### src/include/dtc_pkg.sv
package dtc_pkg;
	// ------------------------------------------------------------
	// register indices (byte address = index * 4)
	// ------------------------------------------------------------
	localparam int unsigned IDX_LSB = 2;
	localparam logic [7:0] IDX_TIMER_IRQ_CTL = 8'h88;
	localparam logic [7:0] IDX_TIMER_MODE_CTL = 8'h89;
	localparam logic [7:0] IDX_TIMER0_COUNT_LOW = 8'h8a;
	localparam logic [7:0] IDX_TIMER1_COUNT_LOW = 8'h8b;
	localparam logic [7:0] IDX_TIMER0_COUNT_HIGH = 8'h8c;
	localparam logic [7:0] IDX_TIMER1_COUNT_HIGH = 8'h8d;
	localparam logic [7:0] IDX_CLOCK_DIVIDER_CTL = 8'h8e;
	localparam logic [7:0] RST_BYTE = 8'h00;

	// ------------------------------------------------------------
	// field positions
	// ------------------------------------------------------------
	localparam int unsigned MODE_GATE_SECOND = 7;
	localparam int unsigned MODE_CNT_SECOND = 6;
	localparam int unsigned MODE_SEL_SECOND = 4;
	localparam int unsigned MODE_GATE_FIRST = 3;
	localparam int unsigned MODE_CNT_FIRST = 2;
	localparam int unsigned MODE_SEL_FIRST = 0;
	localparam int unsigned CKD_PRESCALE_SECOND = 4;
	localparam int unsigned CKD_PRESCALE_FIRST = 3;
	localparam int unsigned CTL_OVF_SECOND = 7;
	localparam int unsigned CTL_RUN_SECOND = 6;
	localparam int unsigned CTL_OVF_FIRST = 5;
	localparam int unsigned CTL_RUN_FIRST = 4;
	localparam int unsigned CTL_IRQ_A_FLAG = 1;
	localparam int unsigned CTL_IRQ_A_TYPE = 0;

	// ------------------------------------------------------------
	// modes and time base
	// ------------------------------------------------------------
	localparam logic [1:0] MODE_PRESCALED = 2'h0;
	localparam logic [1:0] MODE_FULL = 2'h1;
	localparam logic [1:0] MODE_RELOAD = 2'h2;
	localparam logic [1:0] MODE_SPLIT = 2'h3;
	localparam int unsigned DIV_FAST = 4;
	localparam int unsigned DIV_SLOW = 12;

	// ------------------------------------------------------------
	// carriers and state
	// ------------------------------------------------------------
	typedef struct packed {
		logic cyc;
		logic stb;
		logic we;
		logic [31:0] adr;
		logic [3:0] sel;
		logic [31:0] dat;
	} dtc_wb_req_type;

	typedef struct packed {
		logic ack;
		logic [31:0] dat;
	} dtc_wb_rsp_type;

	typedef struct packed {
		logic ack;
		logic [31:0] rdat;
		logic [3:0] sync1;
		logic [3:0] sync2;
		logic [3:0] sync3;
		logic [3:0] lvl;
		logic [3:0] div_fast;
		logic [3:0] div_slow;
		logic [7:0] timer_mode_ctl;
		logic [7:0] t0_lo;
		logic [7:0] t0_hi;
		logic [7:0] t1_lo;
		logic [7:0] t1_hi;
		logic prescale_sel_first;
		logic prescale_sel_second;
		logic run_bit_first;
		logic run_bit_second;
		logic ovf_first;
		logic ovf_second;
		logic irq_a_flag;
		logic ext_irq_a_trigger_type;
	} dtc_state_type;
endpackage

### src/rtl/dtc_top.sv
// Function
// - set external irq A flag when the selected edge or level appears on its pin
// - in edge mode, service entry clears the external irq A flag
// - in level mode the flag ignores service entry and tracks the pin
// - trigger-type bit 0 picks falling edge or low level for irq A
// - each timer counts only while its run bit is one
// - gate bit 7 set: timer 1 counts only while pin B high and run set
// - gate bit 3 set: timer 0 counts only while pin A high and run set
// - mode bit 6 picks timer 1 source: time base or count pin falling edges
// - mode bit 2 picks timer 0 source: time base or count pin falling edges
// - mode bits 5:4 give timer 1 mode, bits 1:0 give timer 0 mode
// - mode 0: high byte counts behind a 5-bit low byte prescaler
// - mode 1: high and low bytes form one 16-bit counter
// - mode 2: low byte counts, reloading from the high byte
// - mode 3: timer 0 low byte own controls, high byte timer 1 controls
// - timer 1 in mode 3 stops and holds its count
// - divider bit 3: timer 0 time base divide by 4 when one, else 12
// - divider bit 4: timer 1 time base divide by 4 when one, else 12
// - each count byte readable and writable at its own address
//
// The Wishbone register port was decided locally.
module dtc_top #(
	parameter int unsigned FAST_DIV = dtc_pkg::DIV_FAST,
	parameter int unsigned SLOW_DIV = dtc_pkg::DIV_SLOW
) (
	// clock and reset
	input wire logic clk_i,
	input wire logic rst_i,
	// register bus
	input wire dtc_pkg::dtc_wb_req_type wb_req_i,
	output dtc_pkg::dtc_wb_rsp_type wb_rsp_o,
	// pins
	input wire logic ext_irq_pin_a_i,
	input wire logic ext_irq_pin_b_i,
	input wire logic count_pin_first_i,
	input wire logic count_pin_second_i,
	// service and flags
	input wire logic irq_a_service_i,
	output logic ext_irq_a_flag_o,
	output logic timer0_ovf_flag_o,
	output logic timer1_ovf_flag_o
);
	// ------------------------------------------------------------
	// parameter check
	// ------------------------------------------------------------
	if (FAST_DIV < 1 || FAST_DIV > 16 || SLOW_DIV < 1 || SLOW_DIV > 16) begin : g_bad_div
		$error("divider counts must lie in 1..16");
	end

	localparam logic [3:0] FAST_LAST = 4'(FAST_DIV - 1);
	localparam logic [3:0] SLOW_LAST = 4'(SLOW_DIV - 1);
	localparam int unsigned IDX_LSB_HI = dtc_pkg::IDX_LSB + 7;

	// ------------------------------------------------------------
	// counting step: returns {overflow, high, low}
	// ------------------------------------------------------------
	function automatic logic [16:0] dtc_step(input logic [1:0] mode, input logic [7:0] lo,
		input logic [7:0] hi, input logic inc);
		logic [16:0] r;
		r = {1'b0, hi, lo};
		if (inc) begin
			case (mode)
				dtc_pkg::MODE_PRESCALED: begin
					r[4:0] = lo[4:0] + 5'h01;
					if (lo[4:0] == 5'h1f) begin
						r[15:8] = hi + 8'h01;
						r[16] = (hi == 8'hff);
					end
				end
				dtc_pkg::MODE_FULL: begin
					r[15:0] = {hi, lo} + 16'h0001;
					r[16] = ({hi, lo} == 16'hffff);
				end
				dtc_pkg::MODE_RELOAD: begin
					r[7:0] = (lo == 8'hff) ? hi : lo + 8'h01;
					r[16] = (lo == 8'hff);
				end
				default: begin
					r[7:0] = lo + 8'h01;
					r[16] = (lo == 8'hff);
				end
			endcase
		end
		return r;
	endfunction

	// ------------------------------------------------------------
	// state
	// ------------------------------------------------------------
	dtc_pkg::dtc_state_type s_r;
	dtc_pkg::dtc_state_type s_nxt;

	logic acc;
	logic hit;
	logic wr;
	logic [7:0] idx;
	logic [7:0] wdat;
	logic [7:0] rbyte;
	logic [3:0] fall;
	logic tick_fast;
	logic tick_slow;
	logic base0;
	logic base1;
	logic en0;
	logic en1;
	logic inc0;
	logic inc1;
	logic inc0_hi;
	logic split;
	logic [1:0] mode0;
	logic [1:0] mode1;
	logic [16:0] step0;
	logic [16:0] step1;
	logic [7:0] split_hi;
	logic split_ovf;
	logic ovf0_ev;
	logic ovf1_ev;

	always_comb begin
		s_nxt = s_r;

		// bus decode
		idx = wb_req_i.adr[IDX_LSB_HI:dtc_pkg::IDX_LSB];
		hit = (wb_req_i.adr[31:IDX_LSB_HI + 1] == '0) && (wb_req_i.adr[1:0] == 2'h0)
			&& (idx >= dtc_pkg::IDX_TIMER_IRQ_CTL) && (idx <= dtc_pkg::IDX_CLOCK_DIVIDER_CTL);
		acc = wb_req_i.cyc & wb_req_i.stb & ~s_r.ack;
		wr = acc & hit & wb_req_i.we & wb_req_i.sel[0];
		wdat = wb_req_i.dat[7:0];

		// pin filters: a change counts once sync2 and sync3 agree
		s_nxt.sync1 = {count_pin_second_i, count_pin_first_i, ext_irq_pin_b_i, ext_irq_pin_a_i};
		s_nxt.sync2 = s_r.sync1;
		s_nxt.sync3 = s_r.sync2;
		s_nxt.lvl = (s_r.sync2 & s_r.sync3) | (s_r.lvl & (s_r.sync2 | s_r.sync3));
		fall = s_r.lvl & ~s_nxt.lvl;

		// time base dividers
		tick_fast = (s_r.div_fast == FAST_LAST);
		tick_slow = (s_r.div_slow == SLOW_LAST);
		s_nxt.div_fast = tick_fast ? 4'h0 : s_r.div_fast + 4'h1;
		s_nxt.div_slow = tick_slow ? 4'h0 : s_r.div_slow + 4'h1;
		base0 = s_r.prescale_sel_first ? tick_fast : tick_slow;
		base1 = s_r.prescale_sel_second ? tick_fast : tick_slow;

		// enables and sources
		mode0 = s_r.timer_mode_ctl[dtc_pkg::MODE_SEL_FIRST +: 2];
		mode1 = s_r.timer_mode_ctl[dtc_pkg::MODE_SEL_SECOND +: 2];
		split = (mode0 == dtc_pkg::MODE_SPLIT);
		en0 = s_r.run_bit_first & (~s_r.timer_mode_ctl[dtc_pkg::MODE_GATE_FIRST] | s_r.lvl[0]);
		en1 = s_r.run_bit_second & (~s_r.timer_mode_ctl[dtc_pkg::MODE_GATE_SECOND] | s_r.lvl[1]);
		inc0 = en0 & (s_r.timer_mode_ctl[dtc_pkg::MODE_CNT_FIRST] ? fall[2] : base0);
		inc1 = en1 & (s_r.timer_mode_ctl[dtc_pkg::MODE_CNT_SECOND] ? fall[3] : base1)
			& (mode1 != dtc_pkg::MODE_SPLIT);
		inc0_hi = split & s_r.run_bit_second & base1;

		// counting
		step0 = dtc_step(mode0, s_r.t0_lo, s_r.t0_hi, inc0);
		step1 = dtc_step(mode1, s_r.t1_lo, s_r.t1_hi, inc1);
		split_hi = inc0_hi ? s_r.t0_hi + 8'h01 : s_r.t0_hi;
		split_ovf = inc0_hi & (s_r.t0_hi == 8'hff);
		ovf0_ev = step0[16];
		ovf1_ev = split ? split_ovf : step1[16];
		s_nxt.t0_lo = step0[7:0];
		s_nxt.t0_hi = split ? split_hi : step0[15:8];
		s_nxt.t1_lo = step1[7:0];
		s_nxt.t1_hi = step1[15:8];

		// software writes to counts and setup
		if (wr) begin
			case (idx)
				dtc_pkg::IDX_TIMER_MODE_CTL: s_nxt.timer_mode_ctl = wdat;
				dtc_pkg::IDX_TIMER0_COUNT_LOW: s_nxt.t0_lo = wdat;
				dtc_pkg::IDX_TIMER1_COUNT_LOW: s_nxt.t1_lo = wdat;
				dtc_pkg::IDX_TIMER0_COUNT_HIGH: s_nxt.t0_hi = wdat;
				dtc_pkg::IDX_TIMER1_COUNT_HIGH: s_nxt.t1_hi = wdat;
				dtc_pkg::IDX_CLOCK_DIVIDER_CTL: begin
					s_nxt.prescale_sel_first = wdat[dtc_pkg::CKD_PRESCALE_FIRST];
					s_nxt.prescale_sel_second = wdat[dtc_pkg::CKD_PRESCALE_SECOND];
				end
				dtc_pkg::IDX_TIMER_IRQ_CTL: begin
					s_nxt.run_bit_first = wdat[dtc_pkg::CTL_RUN_FIRST];
					s_nxt.run_bit_second = wdat[dtc_pkg::CTL_RUN_SECOND];
					s_nxt.ovf_first = wdat[dtc_pkg::CTL_OVF_FIRST];
					s_nxt.ovf_second = wdat[dtc_pkg::CTL_OVF_SECOND];
					s_nxt.irq_a_flag = wdat[dtc_pkg::CTL_IRQ_A_FLAG];
					s_nxt.ext_irq_a_trigger_type = wdat[dtc_pkg::CTL_IRQ_A_TYPE];
				end
				default: s_nxt.t1_hi = s_nxt.t1_hi;
			endcase
		end

		// overflow flags: hardware set wins over software clear
		if (ovf0_ev) begin
			s_nxt.ovf_first = 1'b1;
		end
		if (ovf1_ev) begin
			s_nxt.ovf_second = 1'b1;
		end

		// external irq A flag
		if (s_r.ext_irq_a_trigger_type) begin
			if (fall[0]) begin
				s_nxt.irq_a_flag = 1'b1;
			end else if (irq_a_service_i && !(wr && idx == dtc_pkg::IDX_TIMER_IRQ_CTL)) begin
				s_nxt.irq_a_flag = 1'b0;
			end
		end else begin
			s_nxt.irq_a_flag = ~s_r.lvl[0];
		end

		// read data
		case (idx)
			dtc_pkg::IDX_TIMER_IRQ_CTL: rbyte = {s_r.ovf_second, s_r.run_bit_second, s_r.ovf_first,
				s_r.run_bit_first, 2'h0, s_r.irq_a_flag, s_r.ext_irq_a_trigger_type};
			dtc_pkg::IDX_TIMER_MODE_CTL: rbyte = s_r.timer_mode_ctl;
			dtc_pkg::IDX_TIMER0_COUNT_LOW: rbyte = s_r.t0_lo;
			dtc_pkg::IDX_TIMER1_COUNT_LOW: rbyte = s_r.t1_lo;
			dtc_pkg::IDX_TIMER0_COUNT_HIGH: rbyte = s_r.t0_hi;
			dtc_pkg::IDX_TIMER1_COUNT_HIGH: rbyte = s_r.t1_hi;
			dtc_pkg::IDX_CLOCK_DIVIDER_CTL: rbyte = {3'h0, s_r.prescale_sel_second,
				s_r.prescale_sel_first, 3'h0};
			default: rbyte = 8'h00;
		endcase
		s_nxt.ack = acc;
		s_nxt.rdat = (acc && hit && !wb_req_i.we) ? {24'h000000, rbyte} : 32'h00000000;
	end

	always_ff @(posedge clk_i) begin
		if (rst_i) begin
			s_r <= '0;
			s_r.timer_mode_ctl <= dtc_pkg::RST_BYTE;
			s_r.t0_lo <= dtc_pkg::RST_BYTE;
			s_r.t0_hi <= dtc_pkg::RST_BYTE;
			s_r.t1_lo <= dtc_pkg::RST_BYTE;
			s_r.t1_hi <= dtc_pkg::RST_BYTE;
			s_r.lvl <= 4'hf;
			s_r.sync1 <= 4'hf;
			s_r.sync2 <= 4'hf;
			s_r.sync3 <= 4'hf;
		end else begin
			s_r <= s_nxt;
		end
	end

	// ------------------------------------------------------------
	// outputs
	// ------------------------------------------------------------
	assign wb_rsp_o.ack = s_r.ack;
	assign wb_rsp_o.dat = s_r.rdat;
	assign ext_irq_a_flag_o = s_r.irq_a_flag;
	assign timer0_ovf_flag_o = s_r.ovf_first;
	assign timer1_ovf_flag_o = s_r.ovf_second;

	logic wr_any;
	assign wr_any = wr;
endmodule

### config.mk
export PLATFORM = sky130hd
export DESIGN_NAME = dtc_top
export DESIGN_NICKNAME = d
export VERILOG_FILES = /design/src/include/dtc_pkg.sv /design/src/rtl/dtc_top.sv
export SDC_FILE = /design/constraint.sdc
export NUM_CORES = 1
export LEC_CHECK = 0
export ABC_AREA = 1
export BUFFER_PORTS_ARGS = -buffer_cell sky130_fd_sc_hd__buf_2
export CAP_MARGIN = 40
export CORE_UTILIZATION = 52
export CTS_BUF_LIST = sky130_fd_sc_hd__clkbuf_4 sky130_fd_sc_hd__clkbuf_8
export DETAILED_ROUTE_END_ITERATION = 7
export PLACE_DENSITY = 0.89
export SYNTH_ARGS = -nofsm -noshare
export SYNTH_HDL_FRONTEND = slang
export SYNTH_SLANG_ARGS = --single-unit
### constraint.sdc
create_clock -name clk_i -period 1.9 [get_ports clk_i]
set_clock_uncertainty 0.05 [all_clocks]
set_input_delay 0.285 -clock clk_i [delete_from_list [all_inputs] [get_ports clk_i]]
set_output_delay 0.285 -clock clk_i [all_outputs]
set_load 0.02 [all_outputs]
==> summary.txt, run 1 <==
Place
  – Final HPWL from detailed placement: 12.9 mm
  – Weighted congestion at the end of routability-driven global placement: between 0.9 and 1
  – DP Area: between 6000 and 7000 sq um
  – Worst slack after detailed placement: -0.00479 ns
  – Number of port buffers: just over 60

Setup path
  – Terminus of the critical flop-to-flop path: s_r[16]$_SDFF_PP0_
  – Depth of the worst register-to-register path: 10
  – Worst endpoint data arrival time: 2.00 ns
  – Path type of the worst setup path: reg2reg
  – Register-to-register setup slack: 0.10 ns
  – Capturing element type of the critical path: register
  – Type of element launching the critical path: register
  – Required time of the critical path: 2.10 ns
  – Critical path fanouts, max: 4
  – Source of the worst register-to-register timing path: s_r[17]$_SDFF_PP0_

Min path
  – Startpoint of the tightest hold check path: ext_irq_pin_a_i
  – Count of cells along the worst hold path: 2
  – Worst Hold Path EP: s_nxt[64]$_SDFF_PP1_
  – Hold WC Path Type: in2reg

Synth
  – Yosys top cell area share: 29.0%
  – Netlist area before placement: around 5600 sq um
  – Synthesized-area fraction occupied by and/or/nand/nor cells: 36.5%
  – Fraction of synthesized area in multiplexers: 0%
  – Top cells by area, synth: sky130_fd_sc_hd__dfxtp_1, sky130_fd_sc_hd__nand2_1, sky130_fd_sc_hd__nor2_1
  – Async S/R FF share, synth: 0%
  – Most common cell in the synthesized netlist: sky130_fd_sc_hd__nand2_1
  – Synthesized-area fraction occupied by ao, oa, aoi and oai cells: between 10% and 20%
  – Library cells used by synthesis: 39
  – List of most frequent post-synthesis cells: sky130_fd_sc_hd__nand2_1, sky130_fd_sc_hd__nor2_1, sky130_fd_sc_hd__dfxtp_1
  – Synth Register Bits: 81
  – Synthesis Warnings: 0
  – Xor and xnor fraction of the mapped netlist area: 1.25%
  – Average instance area after synthesis: slightly above 6 sq um
  – Area leader, netlist: sky130_fd_sc_hd__dfxtp_1
  – Synthesized netlist cell count: slightly above 900
  – Synthesized-area fraction occupied by adder cells: 1.79%
  – Post-synth EDFFs: 0
  – Post-synthesis sequential area ratio: 29.0%
  – Most frequently used flop master after synthesis: sky130_fd_sc_hd__dfxtp_1
  – Largest family of logic cells by synthesized area: simple AND/OR/NAND/NOR gates

Clocking
  – Cts bufs inserted: 9
  – Worst skew pair latency: 0.38 ns
  – Clk buf depth: 2
  – # clock sinks: a little over 80
  – Clock transition at path regs: 0.11 ns
  – # hold bufs at CTS: 0
  – Clock tree from TritonCTS: done
  – Root Buffer: sky130_fd_sc_hd__clkbuf_8
  – CTS H-tree depth: 3

Power
  – Maximum vdd ir drop: 0.000509 V
  – Total leakage power: about 3 nW
  – Total power divided by cell area: just over 500 nW/um^2
  – Overall power of the completed layout: between 0.003 and 0.004 W

Drt
  – Post-route DRC violation count: 0
  – Number of detailed-route iterations in the first pass: 5
  – Average routed wire per standard cell: 15.2 um
  – Vias after detailed routing: 6506
  – Number of nets with antenna violations after routing: 0
  – Detailed router's first-iteration violation count: 874
  – Routed wire length: about 17 mm
  – Average vias per placed instance: 5.66

Timing
  – Number of failing setup endpoints in the final timing report: 0
  – Number of endpoints with negative hold slack in the final report: 0
  – Worst Hold Margin: around 0.025 ns
  – Share of the cycle needed by the critical path after routing: 94.6%
  – Count of final max-slew check failures: 0
  – Final Worst Setup Slack: 0.102 ns
  – Setup TNS: 0 ns
  – Final Critical Period: 1.80 ns
  – Maximum clock rate: between 500 and 600 MHz

Floorplanning
  – Die Y: about 110 um
  – Horizontal die dimension: 106 um
  – Area of the core: 10400 sq um
  – Overall die area: 11200 sq um
  – Starting density of the core: 53.9%
  – Row count: 37
  – Number of top-level pins: 114

Global route
  – Number of global-route vias before repair: 5898
  – GRT Util Overall: 31.4%
  – Pin count of the biggest net entering global routing: 43
  – Initial antenna violation count: 0
  – First-pass GRT wire length: 27.7 mm
  – Overflow left after global routing: 0

Finish
  – Design area: 6550 sq um
  – Multi-input gate area: roughly 3400 sq um
  – Area taken by flip-flops and latches: 1630 sq um
  – Number of filler instances in the final layout: 952
  – Share of final-layout standard cells stronger than drive strength 1: 20.7%
  – Layout Area Growth over Synthesis: 17.2%
  – Antenna diode instance count: 0
  – Layout net count: 1095

Outcome
  – Result of the run: complete, no violations

Run
  – Total of max-cap violations: 0
==> stage by stage <==
| stage | cells | utilization (%) |
|---|---|---|
| finish | 1150 | 63.2 |
| global route | 1150 | 63.2 |
| CTS | 1149 | 62.1 |
| detailed placement | 1132 | 59.8 |
| global placement | 1132 | 59.8 |
| floorplan | 941 | - |
==> flip-flops by register name, summed over array words and instances, names as in the netlist <==
signal,cells
timer0_ovf_flag_o,1
timer1_ovf_flag_o,1
ext_irq_a_flag_o,1
s_r,57
mode0,2
s_nxt,8
mode1,2
wb_rsp_o,9
==> power breakdown <==
group          switching [W]  internal [W]  leakage (nW)  total (W)
Sequential         0.0000122       0.00172         0.658    0.00173
Clock               0.000815      0.000527         0.104    0.00134
Combinational       0.000167     0.0000791          2.23   0.000246
==> how the worst max path moves through the flow <==
stage	startpoint	endpoint	cells after the start
4_1_cts	s_r[17]$_SDFF_PP0_	s_r[13]$_SDFF_PP0_	13
5_1_grt	s_r[52]$_SDFF_PP0_	s_r[27]$_SDFF_PP0_	12
3_5_place_dp	s_r[48]$_SDFF_PP0_	s_r[21]$_SDFF_PP0_	11
6_report	s_r[17]$_SDFF_PP0_	s_r[16]$_SDFF_PP0_	10
3_3_place_gp	s_r[16]$_SDFF_PP0_	s_r[13]$_SDFF_PP0_	13
2_1_floorplan	s_r[33]$_SDFF_PP0_	s_r[30]$_SDFF_PP0_	13
==> worst max-delay path, stage by stage (launching register included) <==
cell,delay [ns]
sky130_fd_sc_hd__dfxtp_1,0.37
sky130_fd_sc_hd__ha_4,0.15
sky130_fd_sc_hd__nand3_2,0.09
sky130_fd_sc_hd__buf_4,0.16
sky130_fd_sc_hd__nor3_2,0.19
sky130_fd_sc_hd__nand3_2,0.14
sky130_fd_sc_hd__buf_4,0.17
sky130_fd_sc_hd__o21ai_0,0.14
sky130_fd_sc_hd__nand2_1,0.07
sky130_fd_sc_hd__nand3_1,0.07
sky130_fd_sc_hd__a21oi_1,0.07
==> placed cells by master, fill, tap and decap left out, drive strengths merged, types with 10 or more instances in the layout <==
cell type	instances
nand3	77
nand4	10
o22ai	16
o211ai	10
dfxtp	81
inv	109
nor2	123
buf	109
nand2	228
o21ai	92
or2	14
conb	24
nor3	14
a21oi	63
==> final cells by class <==
| cell class | instances | share of cell area, % |
|---|---|---|
| Multi-Input combinational cell | 699 | 52.3 |
| Sequential cell | 81 | 24.8 |
| Timing Repair Buffer | 109 | 10.9 |
| Inverter | 109 | 6.25 |
| Tap cell | 136 | 2.60 |
| Clock buffer | 9 | 1.89 |
| Clock inverter | 7 | 1.24 |
==> kinds of logic (layout without fill, tap and decap cells) <==
group                      after synthesis  after routing
AOI/OAI and AO/OA                      188            188
other                                    1             24
xor gates and xnor gates                 8              8
adders and majority gates                8              8
and+or+nand+nor                        471            471
buffers and inverters                  161            234
DFF                                     81             81
==> repair_timing <==
action                     in CTS  in global routing
gates resized for setup         7                 31
setup buffers                   1                  1
pin swaps                       2                  4
setup endpoints to repair       4                 32
==> routing by layer <==
| metal | up-vias | wire [um] | GRT usage, % |
|---|---|---|---|
| li1 | 3141 | - | - |
| met1 | 2912 | 6960 | 38.9 |
| met2 | 381 | 7860 | 49.6 |
| met3 | 72 | 1890 | 8.23 |
| met4 | 0 | 765 | 16.9 |
| met5 | - | 0 | 0 |
No activity file was read; power rests on OpenSTA's default activity.
==> inputs of run 2 (changes only) <==
RECOVER_POWER = 25   (was unset)
SKIP_LAST_GASP = 1   (was unset)
==> run 2 against run 1 <==
Routed wire length is 0.11% lower; setup slack worse by 0.028 ns; sequential share of layout area hardly changed; flip-flop and latch count stayed put; register-to-register slack worse by 0.03 ns; core utilization hardly changed; combinational power hardly changed; global-route usage stayed put; sequential power hardly changed; power hardly changed; largest cell class unchanged.
==> summary.txt, run 2 (synthesis results as in run 1) <==
Outcome
  – Result of the run: complete, no violations

Power
  – Overall power of the completed layout: around 0.0033 W
  – Share of total power in the clock network: 40.5%
  – Internal portion of total power: 0.00233 W
  – Maximum vdd ir drop: 0.000510 V
  – Switching power as a share of total power: between 30% and 40%
  – Part of the power in registers: 52.1%
  – Total power divided by cell area: 508 nW/um^2
  – Power spent charging and discharging nets: 0.000998 W
  – Share of power burned in combinational logic: 7.4%
  – Total leakage power: 2.99 nW

Drt
  – Average routed wire per standard cell: 15.2 um
  – Vias after detailed routing: 6528
  – Average vias per placed instance: around 5.7
  – Routed wire length: roughly 17 mm
  – Number of detailed-route iterations in the first pass: 6
  – Number of nets with antenna violations after routing: 0
  – Detailed router's first-iteration violation count: 876
  – Post-route DRC violation count: 0

Clocking
  – Clk buf depth: 2
  – Clock transition at path regs: 0.11 ns
  – Worst skew pair latency: 0.38 ns
  – Cts bufs inserted: 9
  – Root Buffer: sky130_fd_sc_hd__clkbuf_8
  – # hold bufs at CTS: 0
  – # clock sinks: 81
  – Clock tree from TritonCTS: done
  – CTS H-tree depth: 3

Floorplanning
  – Number of top-level pins: 114
  – Die Y: 106 um
  – Row count: 37
  – Overall die area: approximately 11000 sq um
  – Horizontal die dimension: 106 um
  – Area of the core: 10400 sq um
  – Starting density of the core: 53.9%

Global route
  – Number of global-route vias before repair: 5898
  – Pin count of the biggest net entering global routing: 43
  – First-pass GRT wire length: 27.7 mm
  – Initial antenna violation count: 0
  – GRT Util Overall: 31.4%
  – Overflow left after global routing: 0

Finish
  – Layout net count: 1095
  – Commonest non-fill, non-tap cells in the layout: sky130_fd_sc_hd__nand2_1, sky130_fd_sc_hd__nor2_1, sky130_fd_sc_hd__dfxtp_1
  – Biggest register: s_r
  – Share of final-layout standard cells stronger than drive strength 1: 20.5%
  – Max reg flops: 57
  – Design area: 6550 sq um
  – Layout Area Growth over Synthesis: 17.1%
  – Most common library cell in the layout ignoring fill and taps: sky130_fd_sc_hd__nand2_1
  – Antenna diode instance count: 0

Place
  – Worst slack after detailed placement: -0.00479 ns
  – DP Area: just over 6000 sq um
  – Number of port buffers: 62
  – Final HPWL from detailed placement: 12.9 mm
  – Weighted congestion at the end of routability-driven global placement: 0.962

Timing
  – Final Critical Period: ~1.8 ns
  – Final Worst Setup Slack: between 0.07 and 0.08 ns
  – Maximum clock rate: ~550 MHz
  – Share of the cycle needed by the critical path after routing: a little under 100%
  – Worst Hold Margin: between 0.02 and 0.025 ns
  – Setup TNS: 0 ns
  – Number of failing setup endpoints in the final timing report: 0
  – Slew at the pin closest to its max-slew limit: 0.941 ns
  – Relative max-transition margin: about 37%
  – Count of final max-slew check failures: 0
  – Number of endpoints with negative hold slack in the final report: 0

Setup path
  – Register-to-register setup slack: 0.07 ns
  – Type of element launching the critical path: register
  – Depth of the worst register-to-register path: 10
  – Start point of the critical path: s_r[17]$_SDFF_PP0_
  – Path type of the worst setup path: reg2reg
  – Crit-path slowest cell: sky130_fd_sc_hd__dfxtp_1
  – Worst stage delay on the critical path: between 0.3 and 0.4 ns
  – Capturing element type of the critical path: register
  – End point of the critical path: s_r[16]$_SDFF_PP0_
  – Critical path fanouts, max: 4
  – Worst endpoint data arrival time: 1.99 ns
  – Terminus of the critical flop-to-flop path: s_r[16]$_SDFF_PP0_
  – Source of the worst register-to-register timing path: s_r[17]$_SDFF_PP0_
  – Ordered cell list for the critical path: ha_4 -> nand3_2 -> buf_4 -> nor3_2 -> nand3_2 -> buf_4 -> o21ai_0 -> nand2_1 -> nand3_1 -> a21oi_1
  – Required time of the critical path: slightly above 2 ns

Min path
  – Hold WC Path Type: in2reg

Run
  – Total of max-cap violations: 0
run 2: cell types whose count changed in the layout (fill, tap and decap cells not counted), sizes merged:
cell | before | now
buf | 109 | 107
clkbuf | 9 | 11
run 2: layout make-up:
type | instances | area [sq um]
clock buffer | 9 | 124
clock inverter | 7 | 81.3
fill | 954 | 3820
inverter | 109 | 409
multi-input combinational | 699 | 3420
sequential | 81 | 1630
tap | 136 | 170
timing repair buffer | 109 | 714
run 2: how the worst min path moves through the flow:
stage | startpoint | to | slack, ns | cells past startpoint
finish | ext_irq_pin_a_i | s_nxt[64]$_SDFF_PP1_ | 0.02 | 2
CTS | ext_irq_pin_a_i | s_nxt[64]$_SDFF_PP1_ | 0.02 | 2
detailed placement | s_nxt[66]$_SDFF_PP1_ | s_nxt[62]$_SDFF_PP1_ | 0.34 | 1
floorplan | ext_irq_pin_a_i | s_nxt[64]$_SDFF_PP1_ | 0.34 | 1
global route | ext_irq_pin_b_i | s_nxt[65]$_SDFF_PP1_ | 0.01 | 2
global placement | s_nxt[66]$_SDFF_PP1_ | s_nxt[62]$_SDFF_PP1_ | 0.34 | 1
run 2: metal layers:
metal / routed length [um] / part of all wire (%) / GRT usage [%]
met1: 6740 / 39 / 38.9
met2: 7700 / 44 / 49.6
met3: 2070 / 12 / 8.23
met4: 937 / 5.4 / 16.9
met5: 0 / 0 / 0
run 2: critical path: cells and delay by family, from the launching register on:
| family | cells | cell delay [ns] |
|---|---|---|
| and+or+nand+nor | 5 | 0.56 |
| DFF | 1 | 0.37 |
| adders and majority gates | 1 | 0.15 |
| AOI/OAI and AO/OA | 2 | 0.21 |
| buffers and inverters | 2 | 0.33 |
run 2: what timing repair did:
action | CTS | global route
endpoints found under the setup margin | 4 | 32
buffers inserted | 1 | 1
resized for setup | 7 | 31
pin swaps | 2 | 4
run 2: power groups by stage:
stage                     Sequential, W  Clock, W  Combinational [W]
after floorplan                 0.00177         0           0.000174
after global placement          0.00177         0           0.000232
after detailed placement        0.00177         0           0.000239
after CTS                       0.00173   0.00135           0.000240
after global routing            0.00174   0.00141           0.000269
final                           0.00173   0.00135           0.000247
run 2: per-stage QoR:
| stage | util, % | instances |
|---|---|---|
| floorplan | - | 941 |
| global placement | 59.8 | 1132 |
| detailed placement | 59.8 | 1132 |
| CTS | 62.1 | 1149 |
| global route | 63.1 | 1150 |
| finish | 63.1 | 1150 |
